## src/verilog/fast_io_pkg.sv

```systemverilog
// constants, register map and types of the fast i/o unit
package fast_io_pkg;
  // clock and timing
  localparam int CLK_HZ = 125_000_000;
  localparam int TICK_TIME_MS = 1;
  localparam int TICK_CYCLES = CLK_HZ / 1000 * TICK_TIME_MS;
  localparam int PULSE_MAX_HZ = 7000;
  localparam int PULSE_MIN_CYCLES = (CLK_HZ + PULSE_MAX_HZ - 1) / PULSE_MAX_HZ;
  localparam logic [6:0] FILTER_MAX_MS = 7'h63;
  localparam int PRESET_DEPTH = 24;
  localparam logic [31:0] PRESET_END = 32'h0000_ffff;

  // register byte offsets
  localparam logic [11:0] OFS_MODE = 12'h000;
  localparam logic [11:0] OFS_CTRL = 12'h004;
  localparam logic [11:0] OFS_FILT = 12'h008;
  localparam logic [11:0] OFS_STATUS = 12'h00c;
  localparam logic [11:0] OFS_MASK = 12'h010;
  localparam logic [11:0] OFS_COUNT = 12'h014;
  localparam logic [11:0] OFS_PERIOD = 12'h018;
  localparam logic [11:0] OFS_PULSES = 12'h01c;
  localparam logic [11:0] OFS_TIMER = 12'h020;
  localparam logic [11:0] OFS_PRESET = 12'h024;
  localparam logic [11:0] OFS_PIDX = 12'h028;

  // reset values
  localparam logic [15:0] MODE_RST = 16'h0060;
  localparam logic [15:0] FILT_RST = 16'h0a0a;
  localparam logic [9:0] CTRL_RST = 10'h001;
  localparam logic [31:0] PERIOD_RST = 32'h0000_45c2;
  localparam logic [31:0] PULSES_RST = 32'h0000_0000;
  localparam logic [15:0] TIMER_RST = 16'h000a;

  // mode codes, two bcd digits in the low byte
  localparam logic [7:0] MODE_UP = 8'h10;
  localparam logic [7:0] MODE_QUAD = 8'h20;
  localparam logic [7:0] MODE_PULSE = 8'h30;
  localparam logic [7:0] MODE_INT = 8'h40;
  localparam logic [7:0] MODE_CATCH = 8'h50;
  localparam logic [7:0] MODE_FILT = 8'h60;

  // control bits
  localparam int CTRL_X2_RESET = 0;
  localparam int CTRL_CLEAR = 1;
  localparam int CTRL_START = 2;
  localparam int CTRL_STOP = 3;
  localparam int CTRL_DIR = 4;
  localparam int CTRL_CWCCW = 5;
  localparam int CTRL_TIMED = 6;
  localparam int CTRL_FALLING = 7;
  localparam int CTRL_PROF = 8;

  // profile codes
  localparam logic [1:0] PROF_TRAP = 2'h0;
  localparam logic [1:0] PROF_REG = 2'h1;
  localparam logic [1:0] PROF_VEL = 2'h2;

  // status and mask bits
  localparam int ST_PRESET = 0;
  localparam int ST_EDGE = 1;
  localparam int ST_TIMER = 2;
  localparam int ST_CATCH = 3;
  localparam int ST_DONE = 4;
  localparam int ST_W = 5;

  typedef enum logic [2:0] {M_PASS, M_UP, M_QUAD, M_PULSE, M_INT, M_CATCH} mode_t;
  typedef enum logic [1:0] {P_IDLE, P_RUN} pulse_state_t;
endpackage : fast_io_pkg

```

## src/verilog/fast_io_unit.sv

```systemverilog
// fast i/o unit: mode router, counters, pulse output, interrupts, filters
//
// Functional notes
// - only inputs 0-3 and outputs 0-1 handled here
// - mode 60 passes points through the filters
// - functions run on own clock, scan-independent
// - six modes: codes 10,20,30,40,50,60
// - mode 10 up count, 24 presets, interrupt
// - pins used by a mode stay linked to the core, except input 0 in mode 50 and outputs in mode 30
// - mode 20 quadrature up/down count, reset
// - mode 30 pulse outputs, three profiles
// - mode 40 interrupt on edge or timer
// - mode 50 catches short input pulses
// - filters with on/off delays to 99ms
// - unused inputs filtered, outputs regular
// - mode 60 after reset
// - default filter 10ms, standard outputs
// - functions gated by input/output variant
// - mode in low byte of 16-bit word
// - pin reset only when configured so
`timescale 1ns/100ps
module fast_io_unit
  import fast_io_pkg::*;
#(
  parameter bit HAS_DC_INPUTS = 1'b1,
  parameter bit HAS_DC_OUTPUTS = 1'b1,
  parameter int TICK_CYC = fast_io_pkg::TICK_CYCLES,
  parameter int PULSE_MIN_CYC = fast_io_pkg::PULSE_MIN_CYCLES,
  parameter int CNT_W = 32
) (
  // clock and reset
  input wire logic hclk,
  input wire logic hresetn,
  // ahb-lite slave
  input wire logic hsel,
  input wire logic [31:0] haddr,
  input wire logic [1:0] htrans,
  input wire logic hwrite,
  input wire logic [2:0] hsize,
  input wire logic [31:0] hwdata,
  input wire logic hready,
  output logic hreadyout,
  output logic hresp,
  output logic [31:0] hrdata,
  // field pins
  input wire logic [3:0] hs_input,
  output logic [1:0] hs_output,
  // controller core side
  output logic [3:0] core_in,
  input wire logic [1:0] core_out,
  // interrupt
  output logic irq
);
  import fast_io_pkg::*;

  localparam int TW = $clog2(TICK_CYC + 1);

  function automatic mode_t decode_mode(input logic [7:0] code);
    case (code)
      MODE_UP: decode_mode = HAS_DC_INPUTS ? M_UP : M_PASS;
      MODE_QUAD: decode_mode = HAS_DC_INPUTS ? M_QUAD : M_PASS;
      MODE_PULSE: decode_mode = HAS_DC_OUTPUTS ? M_PULSE : M_PASS;
      MODE_INT: decode_mode = HAS_DC_INPUTS ? M_INT : M_PASS;
      MODE_CATCH: decode_mode = HAS_DC_INPUTS ? M_CATCH : M_PASS;
      MODE_FILT: decode_mode = M_PASS;
      default: decode_mode = M_PASS;
    endcase
  endfunction : decode_mode

  function automatic logic [6:0] clamp_ms(input logic [7:0] v);
    clamp_ms = (v > {1'b0, FILTER_MAX_MS}) ? FILTER_MAX_MS : v[6:0];
  endfunction : clamp_ms

  // registers
  logic [15:0] mode_r;
  logic [9:0] ctrl_r;
  logic [15:0] filt_cfg_r;
  logic [ST_W-1:0] status_r;
  logic [ST_W-1:0] status_nxt;
  logic [ST_W-1:0] mask_r;
  logic [31:0] period_r;
  logic [31:0] pulses_r;
  logic [15:0] timer_r;
  logic [4:0] pidx_r;

  // bus
  logic wr_pend_r;
  logic [11:0] waddr_r;
  logic [31:0] rdata_r;
  logic [31:0] rd_mux;
  wire acc = hsel & hready & htrans[1];
  wire [11:0] raddr = {haddr[11:2], 2'h0};
  wire wr_mode = wr_pend_r & (waddr_r == OFS_MODE);
  wire wr_ctrl = wr_pend_r & (waddr_r == OFS_CTRL);
  wire wr_filt = wr_pend_r & (waddr_r == OFS_FILT);
  wire wr_status = wr_pend_r & (waddr_r == OFS_STATUS);
  wire wr_mask = wr_pend_r & (waddr_r == OFS_MASK);
  wire wr_period = wr_pend_r & (waddr_r == OFS_PERIOD);
  wire wr_pulses = wr_pend_r & (waddr_r == OFS_PULSES);
  wire wr_timer = wr_pend_r & (waddr_r == OFS_TIMER);
  wire wr_preset = wr_pend_r & (waddr_r == OFS_PRESET);
  wire wr_pidx = wr_pend_r & (waddr_r == OFS_PIDX);
  wire sw_clear = wr_ctrl & hwdata[CTRL_CLEAR];
  wire sw_start = wr_ctrl & hwdata[CTRL_START];
  wire sw_stop = wr_ctrl & hwdata[CTRL_STOP];

  // mode decode of low byte only; upper byte kept for power-up options
  wire mode_t mode = decode_mode(mode_r[7:0]);
  wire is_up = (mode == M_UP);
  wire is_quad = (mode == M_QUAD);
  wire is_pulse = (mode == M_PULSE);
  wire is_int = (mode == M_INT);
  wire is_catch = (mode == M_CATCH);
  wire [1:0] prof = ctrl_r[CTRL_PROF+1:CTRL_PROF];

  // input sampling and millisecond tick
  logic [3:0] in_q;
  logic [3:0] in_d;
  logic [3:0] filt;
  logic [TW-1:0] tick_cnt_r;
  wire tick = (tick_cnt_r == TW'(TICK_CYC - 1));
  wire [6:0] on_ms = clamp_ms(filt_cfg_r[7:0]);
  wire [6:0] off_ms = clamp_ms(filt_cfg_r[15:8]);

  always_ff @(posedge hclk or negedge hresetn) begin
    if (!hresetn) begin
      in_q <= 4'h0;
      in_d <= 4'h0;
      tick_cnt_r <= '0;
    end else begin
      in_q <= hs_input;
      in_d <= in_q;
      tick_cnt_r <= tick ? '0 : tick_cnt_r + TW'(1);
    end
  end

  // per-pin filters: level must persist for the delay to pass
  genvar gi;
  generate
    for (gi = 0; gi < 4; gi++) begin : g_filt
      logic [6:0] age_r;
      logic lvl_r;
      wire differ = (in_q[gi] != lvl_r);
      wire [6:0] lim = in_q[gi] ? on_ms : off_ms;
      always_ff @(posedge hclk or negedge hresetn) begin
        if (!hresetn) begin
          age_r <= 7'h00;
          lvl_r <= 1'b0;
        end else if (!differ) begin
          age_r <= 7'h00;
        end else if (age_r >= lim) begin
          lvl_r <= in_q[gi];
          age_r <= 7'h00;
        end else if (tick) begin
          age_r <= age_r + 7'h01;
        end
      end
      assign filt[gi] = lvl_r;
    end
  endgenerate

  // counter for modes 10 and 20
  logic [CNT_W-1:0] count_r;
  wire up_edge = in_q[0] & ~in_d[0];
  wire a_chg = in_q[0] ^ in_d[0];
  wire b_chg = in_q[1] ^ in_d[1];
  wire quad_step = a_chg ^ b_chg;
  wire quad_up = ~(in_d[0] ^ in_q[1]);
  wire pin_reset = (is_up | is_quad) & ctrl_r[CTRL_X2_RESET] & in_q[2] & ~in_d[2];
  wire cnt_reset = pin_reset | sw_clear;

  always_ff @(posedge hclk or negedge hresetn) begin
    if (!hresetn) begin
      count_r <= '0;
    end else if (cnt_reset) begin
      count_r <= '0;
    end else if (is_up && up_edge) begin
      count_r <= count_r + CNT_W'(1);
    end else if (is_quad && quad_step) begin
      count_r <= quad_up ? count_r + CNT_W'(1) : count_r - CNT_W'(1);
    end
  end

  // preset table walk
  logic [4:0] preset_idx_r;
  logic look_r;
  logic [31:0] preset_q;
  wire preset_hit = is_up & look_r & (int'(preset_idx_r) < PRESET_DEPTH) &
                    (preset_q != PRESET_END) & (32'(count_r) == preset_q);

  preset_mem #(.WIDTH(32), .DEPTH(PRESET_DEPTH), .AW(5)) u_presets (
    .hclk(hclk),
    .hresetn(hresetn),
    .wr_en(wr_preset),
    .wr_addr(pidx_r),
    .wr_data(hwdata),
    .rd_addr(preset_idx_r),
    .rd_data(preset_q)
  );

  always_ff @(posedge hclk or negedge hresetn) begin
    if (!hresetn) begin
      preset_idx_r <= 5'h00;
      look_r <= 1'b0;
    end else if (cnt_reset || !is_up || wr_preset) begin
      preset_idx_r <= 5'h00;
      look_r <= 1'b0;
    end else if (preset_hit) begin
      preset_idx_r <= preset_idx_r + 5'h01;
      look_r <= 1'b0;
    end else begin
      look_r <= 1'b1;
    end
  end

  // mode 40 edge and timer events
  logic [15:0] tmr_ms_r;
  wire rise0 = in_q[0] & ~in_d[0];
  wire fall0 = ~in_q[0] & in_d[0];
  wire timed = ctrl_r[CTRL_TIMED];
  wire edge_evt = is_int & ~timed & (ctrl_r[CTRL_FALLING] ? fall0 : rise0);
  wire tmr_wrap = tick & ((tmr_ms_r + 16'h0001) >= timer_r);
  wire timer_evt = is_int & timed & (timer_r != 16'h0000) & tmr_wrap;

  always_ff @(posedge hclk or negedge hresetn) begin
    if (!hresetn) begin
      tmr_ms_r <= 16'h0000;
    end else if (!(is_int && timed)) begin
      tmr_ms_r <= 16'h0000;
    end else if (tick) begin
      tmr_ms_r <= tmr_wrap ? 16'h0000 : tmr_ms_r + 16'h0001;
    end
  end

  // mode 50 catch: any high of one clock or more is latched
  wire catch_evt = is_catch & rise0;

  // mode 30 pulse generator
  pulse_state_t p_state_r;
  logic [31:0] div_r;
  logic phase_r;
  logic counted_r;
  logic [31:0] remain_r;
  logic done_evt;
  logic g_trig_d;
  wire [31:0] period_eff = (period_r < 32'(PULSE_MIN_CYC)) ? 32'(PULSE_MIN_CYC) : period_r;
  wire [31:0] half = {1'b0, period_eff[31:1]};
  wire half_end = (div_r + 32'h1 >= half);
  wire period_end = half_end & phase_r;
  wire reg_trig = (prof == PROF_REG) & filt[2] & ~g_trig_d;

  always_ff @(posedge hclk or negedge hresetn) begin
    if (!hresetn) begin
      p_state_r <= P_IDLE;
      div_r <= 32'h0;
      phase_r <= 1'b0;
      counted_r <= 1'b0;
      remain_r <= 32'h0;
      done_evt <= 1'b0;
      g_trig_d <= 1'b0;
    end else begin
      done_evt <= 1'b0;
      g_trig_d <= filt[2];
      case (p_state_r)
        P_IDLE: begin
          div_r <= 32'h0;
          phase_r <= 1'b0;
          if (is_pulse && sw_start) begin
            counted_r <= (prof == PROF_TRAP);
            remain_r <= pulses_r;
            if ((prof == PROF_TRAP) && (pulses_r == 32'h0)) begin
              done_evt <= 1'b1;
            end else begin
              p_state_r <= P_RUN;
            end
          end
        end
        P_RUN: begin
          if (!is_pulse || sw_stop) begin
            p_state_r <= P_IDLE;
          end else begin
            div_r <= half_end ? 32'h0 : div_r + 32'h1;
            if (half_end) begin
              phase_r <= ~phase_r;
            end
            if (reg_trig && !counted_r) begin
              counted_r <= 1'b1;
              remain_r <= pulses_r;
            end else if (period_end && counted_r) begin
              remain_r <= remain_r - 32'h1;
              if (remain_r <= 32'h1) begin
                p_state_r <= P_IDLE;
                done_evt <= 1'b1;
              end
            end
          end
        end
        default: p_state_r <= P_IDLE;
      endcase
    end
  end

  // status, set wins over write-one-to-clear
  wire [ST_W-1:0] sets = {done_evt, catch_evt, timer_evt, edge_evt, preset_hit};
  wire [ST_W-1:0] w1c = wr_status ? hwdata[ST_W-1:0] : '0;
  assign status_nxt = (status_r & ~w1c) | sets;

  // pin routing
  wire dir = ctrl_r[CTRL_DIR];
  wire run = (p_state_r == P_RUN) & phase_r;
  wire [1:0] pulse_pins = ctrl_r[CTRL_CWCCW] ? {run & dir, run & ~dir} : {dir, run};
  wire [1:0] out_nxt = is_pulse ? pulse_pins : core_out;
  wire [3:0] in_nxt = {filt[3:1], is_catch ? status_r[ST_CATCH] : filt[0]};

  always_ff @(posedge hclk or negedge hresetn) begin
    if (!hresetn) begin
      hs_output <= 2'h0;
      core_in <= 4'h0;
      irq <= 1'b0;
    end else begin
      hs_output <= out_nxt;
      core_in <= in_nxt;
      irq <= |(status_nxt & mask_r);
    end
  end

  // register file
  always_ff @(posedge hclk or negedge hresetn) begin
    if (!hresetn) begin
      mode_r <= MODE_RST;
      ctrl_r <= CTRL_RST;
      filt_cfg_r <= FILT_RST;
      status_r <= '0;
      mask_r <= '0;
      period_r <= PERIOD_RST;
      pulses_r <= PULSES_RST;
      timer_r <= TIMER_RST;
      pidx_r <= 5'h00;
    end else begin
      status_r <= status_nxt;
      if (wr_mode) mode_r <= hwdata[15:0];
      if (wr_ctrl) ctrl_r <= hwdata[9:0] & 10'h3f1;
      if (wr_filt) filt_cfg_r <= hwdata[15:0];
      if (wr_mask) mask_r <= hwdata[ST_W-1:0];
      if (wr_period) period_r <= hwdata;
      if (wr_pulses) pulses_r <= hwdata;
      if (wr_timer) timer_r <= hwdata[15:0];
      if (wr_pidx) pidx_r <= hwdata[4:0];
      else if (wr_preset) pidx_r <= pidx_r + 5'h01;
    end
  end

  always_comb begin
    case (raddr)
      OFS_MODE: rd_mux = {16'h0000, mode_r};
      OFS_CTRL: rd_mux = {22'h000000, ctrl_r};
      OFS_FILT: rd_mux = {16'h0000, filt_cfg_r};
      OFS_STATUS: rd_mux = {27'h0000000, status_nxt};
      OFS_MASK: rd_mux = {27'h0000000, mask_r};
      OFS_COUNT: rd_mux = 32'(count_r);
      OFS_PERIOD: rd_mux = period_r;
      OFS_PULSES: rd_mux = pulses_r;
      OFS_TIMER: rd_mux = {16'h0000, timer_r};
      OFS_PIDX: rd_mux = {27'h0000000, pidx_r};
      default: rd_mux = 32'h0;
    endcase
  end

  always_ff @(posedge hclk or negedge hresetn) begin
    if (!hresetn) begin
      wr_pend_r <= 1'b0;
      waddr_r <= 12'h000;
      rdata_r <= 32'h0;
    end else begin
      wr_pend_r <= acc & hwrite;
      waddr_r <= raddr;
      if (acc && !hwrite) rdata_r <= rd_mux;
    end
  end

  assign hreadyout = 1'b1;
  assign hresp = 1'b0;
  assign hrdata = rdata_r;
endmodule : fast_io_unit

```

## src/verilog/preset_mem.sv

```systemverilog
// preset table memory with registered read
`timescale 1ns/100ps
module preset_mem #(
  parameter int WIDTH = 32,
  parameter int DEPTH = 24,
  parameter int AW = 5
) (
  // clock and reset
  input wire logic hclk,
  input wire logic hresetn,
  // write port
  input wire logic wr_en,
  input wire logic [AW-1:0] wr_addr,
  input wire logic [WIDTH-1:0] wr_data,
  // read port
  input wire logic [AW-1:0] rd_addr,
  output logic [WIDTH-1:0] rd_data
);
  logic [WIDTH-1:0] mem [DEPTH];

  always_ff @(posedge hclk) begin
    if (wr_en && (int'(wr_addr) < DEPTH)) begin
      mem[wr_addr] <= wr_data;
    end
  end

  always_ff @(posedge hclk or negedge hresetn) begin
    if (!hresetn) begin
      rd_data <= '0;
    end else if (int'(rd_addr) < DEPTH) begin
      rd_data <= mem[rd_addr];
    end else begin
      rd_data <= '0;
    end
  end
endmodule : preset_mem
```

## config.mk

```make
export PLATFORM = sky130hd
export DESIGN_NAME = fast_io_unit
export DESIGN_NICKNAME = d
export VERILOG_FILES = /design/src/verilog/fast_io_pkg.sv /design/src/verilog/fast_io_unit.sv /design/src/verilog/preset_mem.sv
export SDC_FILE = /design/constraint.sdc
export NUM_CORES = 2
export LEC_CHECK = 0
export BUFFER_PORTS_ARGS = -buffer_cell sky130_fd_sc_hd__buf_2
export CAP_MARGIN = 10
export CORE_UTILIZATION = 46
export DETAILED_ROUTE_END_ITERATION = 10
export PLACE_DENSITY = 0.59
export SYNTH_ARGS = -nofsm -noshare
export SYNTH_HDL_FRONTEND = slang
export SYNTH_SLANG_ARGS = --single-unit
```

## constraint.sdc

```tcl
create_clock -name hclk -period 11.95 [get_ports hclk]
set_input_delay 0.5975 -clock hclk [delete_from_list [all_inputs] [get_ports hclk]]
set_output_delay 0.5975 -clock hclk [all_outputs]
set_load 0.01 [all_outputs]
```

==> qor.txt <==
grt ovf = 0
Die Y = 333.0 um
CTS buffer count = 119
RR Endpoint = remain_r[1]
worst r2r src = div_r[2]
syn_area_per_cell = 15.17 um^2
Post-synth EDFFs = 768
Die ar. = 0.1109 mm^2
final hold violation count = 0
share of cells above drive strength 1 = 21.21%
CP Max Fanout = 40
DRT iter0 DRCs = 2975
Initial DRT Pass Iterations = 8
P_leak = 20.82 nW
Reg2Reg Setup Slack = 6.63 ns
Syn Inst Count = 3322
DRC = 0
via count = 29930
crit share post-route = 44.51%
r2r worst-path depth = 15
Die X = 333.0 um
Post-Route WL = 130.6 mm
pin count of the biggest net entering global routing = 124
post_cts resized = 0
max frequency = 0.1880 GHz
vias in the first global route = 30220
Place WS = 6.871 ns
Seq/Total Area, Yosys = 65.37%
synthesized net count = 3495
CP Launch Type = register
max cap viols = 0
Synthesis Warnings = 0
RSZ-0062 raised after global routing = false
CP arrival = 5.90 ns
H-tree depth = 3
status = complete, no violations
clock-pin slew on the worst setup and hold paths = 0.06 ns
I/O Buffers = 92
Synth Register Bits = 1162
worst setup path category = register to register
most common cell after layout, fill and taps aside = edfxtp_1
vias per cell = 6.038
min-delay worst type = input pin to asynchronous set/reset pin
std cell rows = 121
core region area = 0.1087 mm^2
Synth cell types = 80
clock skew = 0.04723 ns
Sink Count = 1162
async set-reset flop share out of synthesis = 33.91%
total negative slack = 0 ns
GRT Util Overall = 23.66%
Synth area leader = edfxtp_1
first-pass GRT wire length = 195.7 mm
slew margin rel. = 12.63%
area grow syn2layout = 12.88%
clock insertion delay at the later pin of the skew report = 0.72 ns
CP required = 12.53 ns
most frequent cells in the layout = edfxtp_1 (768), dfrtp_1 (376), mux4_2 (224)
Setup crit end = remain_r[1]
final setup vio count = 0
Worst setup EP type = register
GPL Wtd Cong = 0.9438
Routed Antenna Nets = 0
Initial Utilization = 46.36%
Least-Margin Pin Slew = 1.299 ns
CTS root buf = clkbuf_16
PD cells = 147.5 mW/mm^2
Final min period = 5.319 ns
Syn Std Cell Area = 0.05039 mm^2
post-layout net count = 3609
fin. max-slew vios = 0
Layout fillers = 8870
IO Count = 121
top cells by area, synth = edfxtp_1 (46%), dfrtp_1 (19%), mux4_2 (10%)
total power = 8.389 mW
initial antenna violation count = 6
worst setup margin = 6.631 ns
post-CTS setup buffers = 0
Top FF cell, synth = edfxtp_1
peak supply drop = 0.1267 mV
Critical Path Source = div_r[2]
Synth top area share = 45.77%
Clock Tree Buf Depth = 3
CTS tree = built
DP Wirelength = 80.88 mm
DR WL/cell = 26.34 um
report_power, final:
group | leakage, nW | internal, mW | switching (mW)
sequential | 11.8 | 4.32 | 0.0528
clock | 2.01 | 2.19 | 1.59
combinational | 7.00 | 0.0726 | 0.159
total | 20.8 | 6.59 | 1.80
critical path, cell delays in order (launching register included):
cell and delay (ns):
dfrtp_1 0.46, and4_1 0.37, nand2_1 0.22, nor2_1 0.36
and3_1 0.25, xor2_1 0.28, ha_1 0.21, a211o_1 0.12
o211ai_1 0.12, a2111oi_0 0.46, o31ai_1 0.17, a211oi_1 0.99
o21ai_2 0.12, buf_4 0.29, and2_0 0.42, a221oi_1 0.36
cells by family (layout without fill, tap and decap cells):
logic type	count (synthesis)	in the layout	synth area share (%)
mux	380	380	13.39
fa+ha+maj	93	93	2.309
compound gates	454	454	6.267
simple gates	792	792	7.643
other cells	2	3	0.01490
flops	1162	1162	65.37
xor+xnor	167	167	2.932
buf+inv	272	491	2.073
layer usage:
metal / GRT usage (%) / part of all wire (%) / up-vias
met5: 0 / 0.030 / -
met4: 7.834 / 3.4 / 6
met3: 3.294 / 5.7 / 217
met2: 38.28 / 48 / 1038
met1: 33.04 / 43 / 15540
li1: - / - / 13130
metrics by stage:
stage	util, %	instances	hold slack (ns)	instance area, um^2
final	52.33	4956	0.002958	56880
after global routing	52.33	4955	0.04300	56880
after CTS	52.33	4955	0.02100	56880
after detailed placement	48.47	4717	0.4106	52680
after global placement	48.47	4717	0.3989	52680
after floorplan	-	3322	0.3019	50390
registers in the layout, indices dropped and copies added (netlist names), 17 cells and up:
| name | flops |
|---|---|
| period_r | 32 |
| tick_cnt_r | 17 |
| count_r | 32 |
| remain_r | 32 |
| u_presets.rd_data | 32 |
| hrdata | 32 |
| u_presets.mem | 768 |
| div_r | 32 |
| pulses_r | 32 |
| g_filt.age_r | 28 |
worst min-delay path by stage:
| stage | end | cells after the start | startpoint | slack [ns] |
|---|---|---|---|---|
| after detailed placement | core_in[1] | 0 | g_filt[1].lvl_r | 0.41 |
| after floorplan | core_in[0] | 0 | hresetn | 0.30 |
| after global routing | hs_output[1] | 3 | core_out[1] | 0.04 |
| after CTS | div_r[22] | 1 | hresetn | 0.02 |
| final | div_r[19] | 1 | hresetn | 0.003 |
| after global placement | core_in[1] | 0 | g_filt[1].lvl_r | 0.40 |
synthesized netlist by cell type (all sizes together), types with 17 or more instances:
master  number
o21ai      101
mux2i       43
ha          93
edfxtp     768
a222oi      21
mux4       224
nor3        53
nor4        49
dfrtp      379
or3         25
xor2        79
a21o        36
nand2b      18
a22o        18
xnor2       87
nor2       217
a21oi       63
nand3       76
o22ai       37
nand2      206
or4         17
a22oi       36
clkbuf     134
buf         38
inv         99
a32o        18
nand4       36
a31oi       22
mux2       113
and3        30
area by class of cell:
cell class | instances | area, um^2 | share of cell area (%)
Sequential cell | 1162 | 32950 | 57.93
Antenna cell | 1 | 2.502 | 0.004399
Multi-Input combinational cell | 1888 | 16650 | 29.26
Inverter | 100 | 377.9 | 0.6643
Tap cell | 1414 | 1769 | 3.110
Timing Repair Buffer | 165 | 1061 | 1.865
Clock buffer | 166 | 3480 | 6.117
Clock inverter | 60 | 596.8 | 1.049
what timing repair did:
item,in CTS,in global routing
endpoints found under the hold margin,12,0
hold buffers,12,0
setup endpoints to repair,0,0
Power figures use the tool's default switching activity.
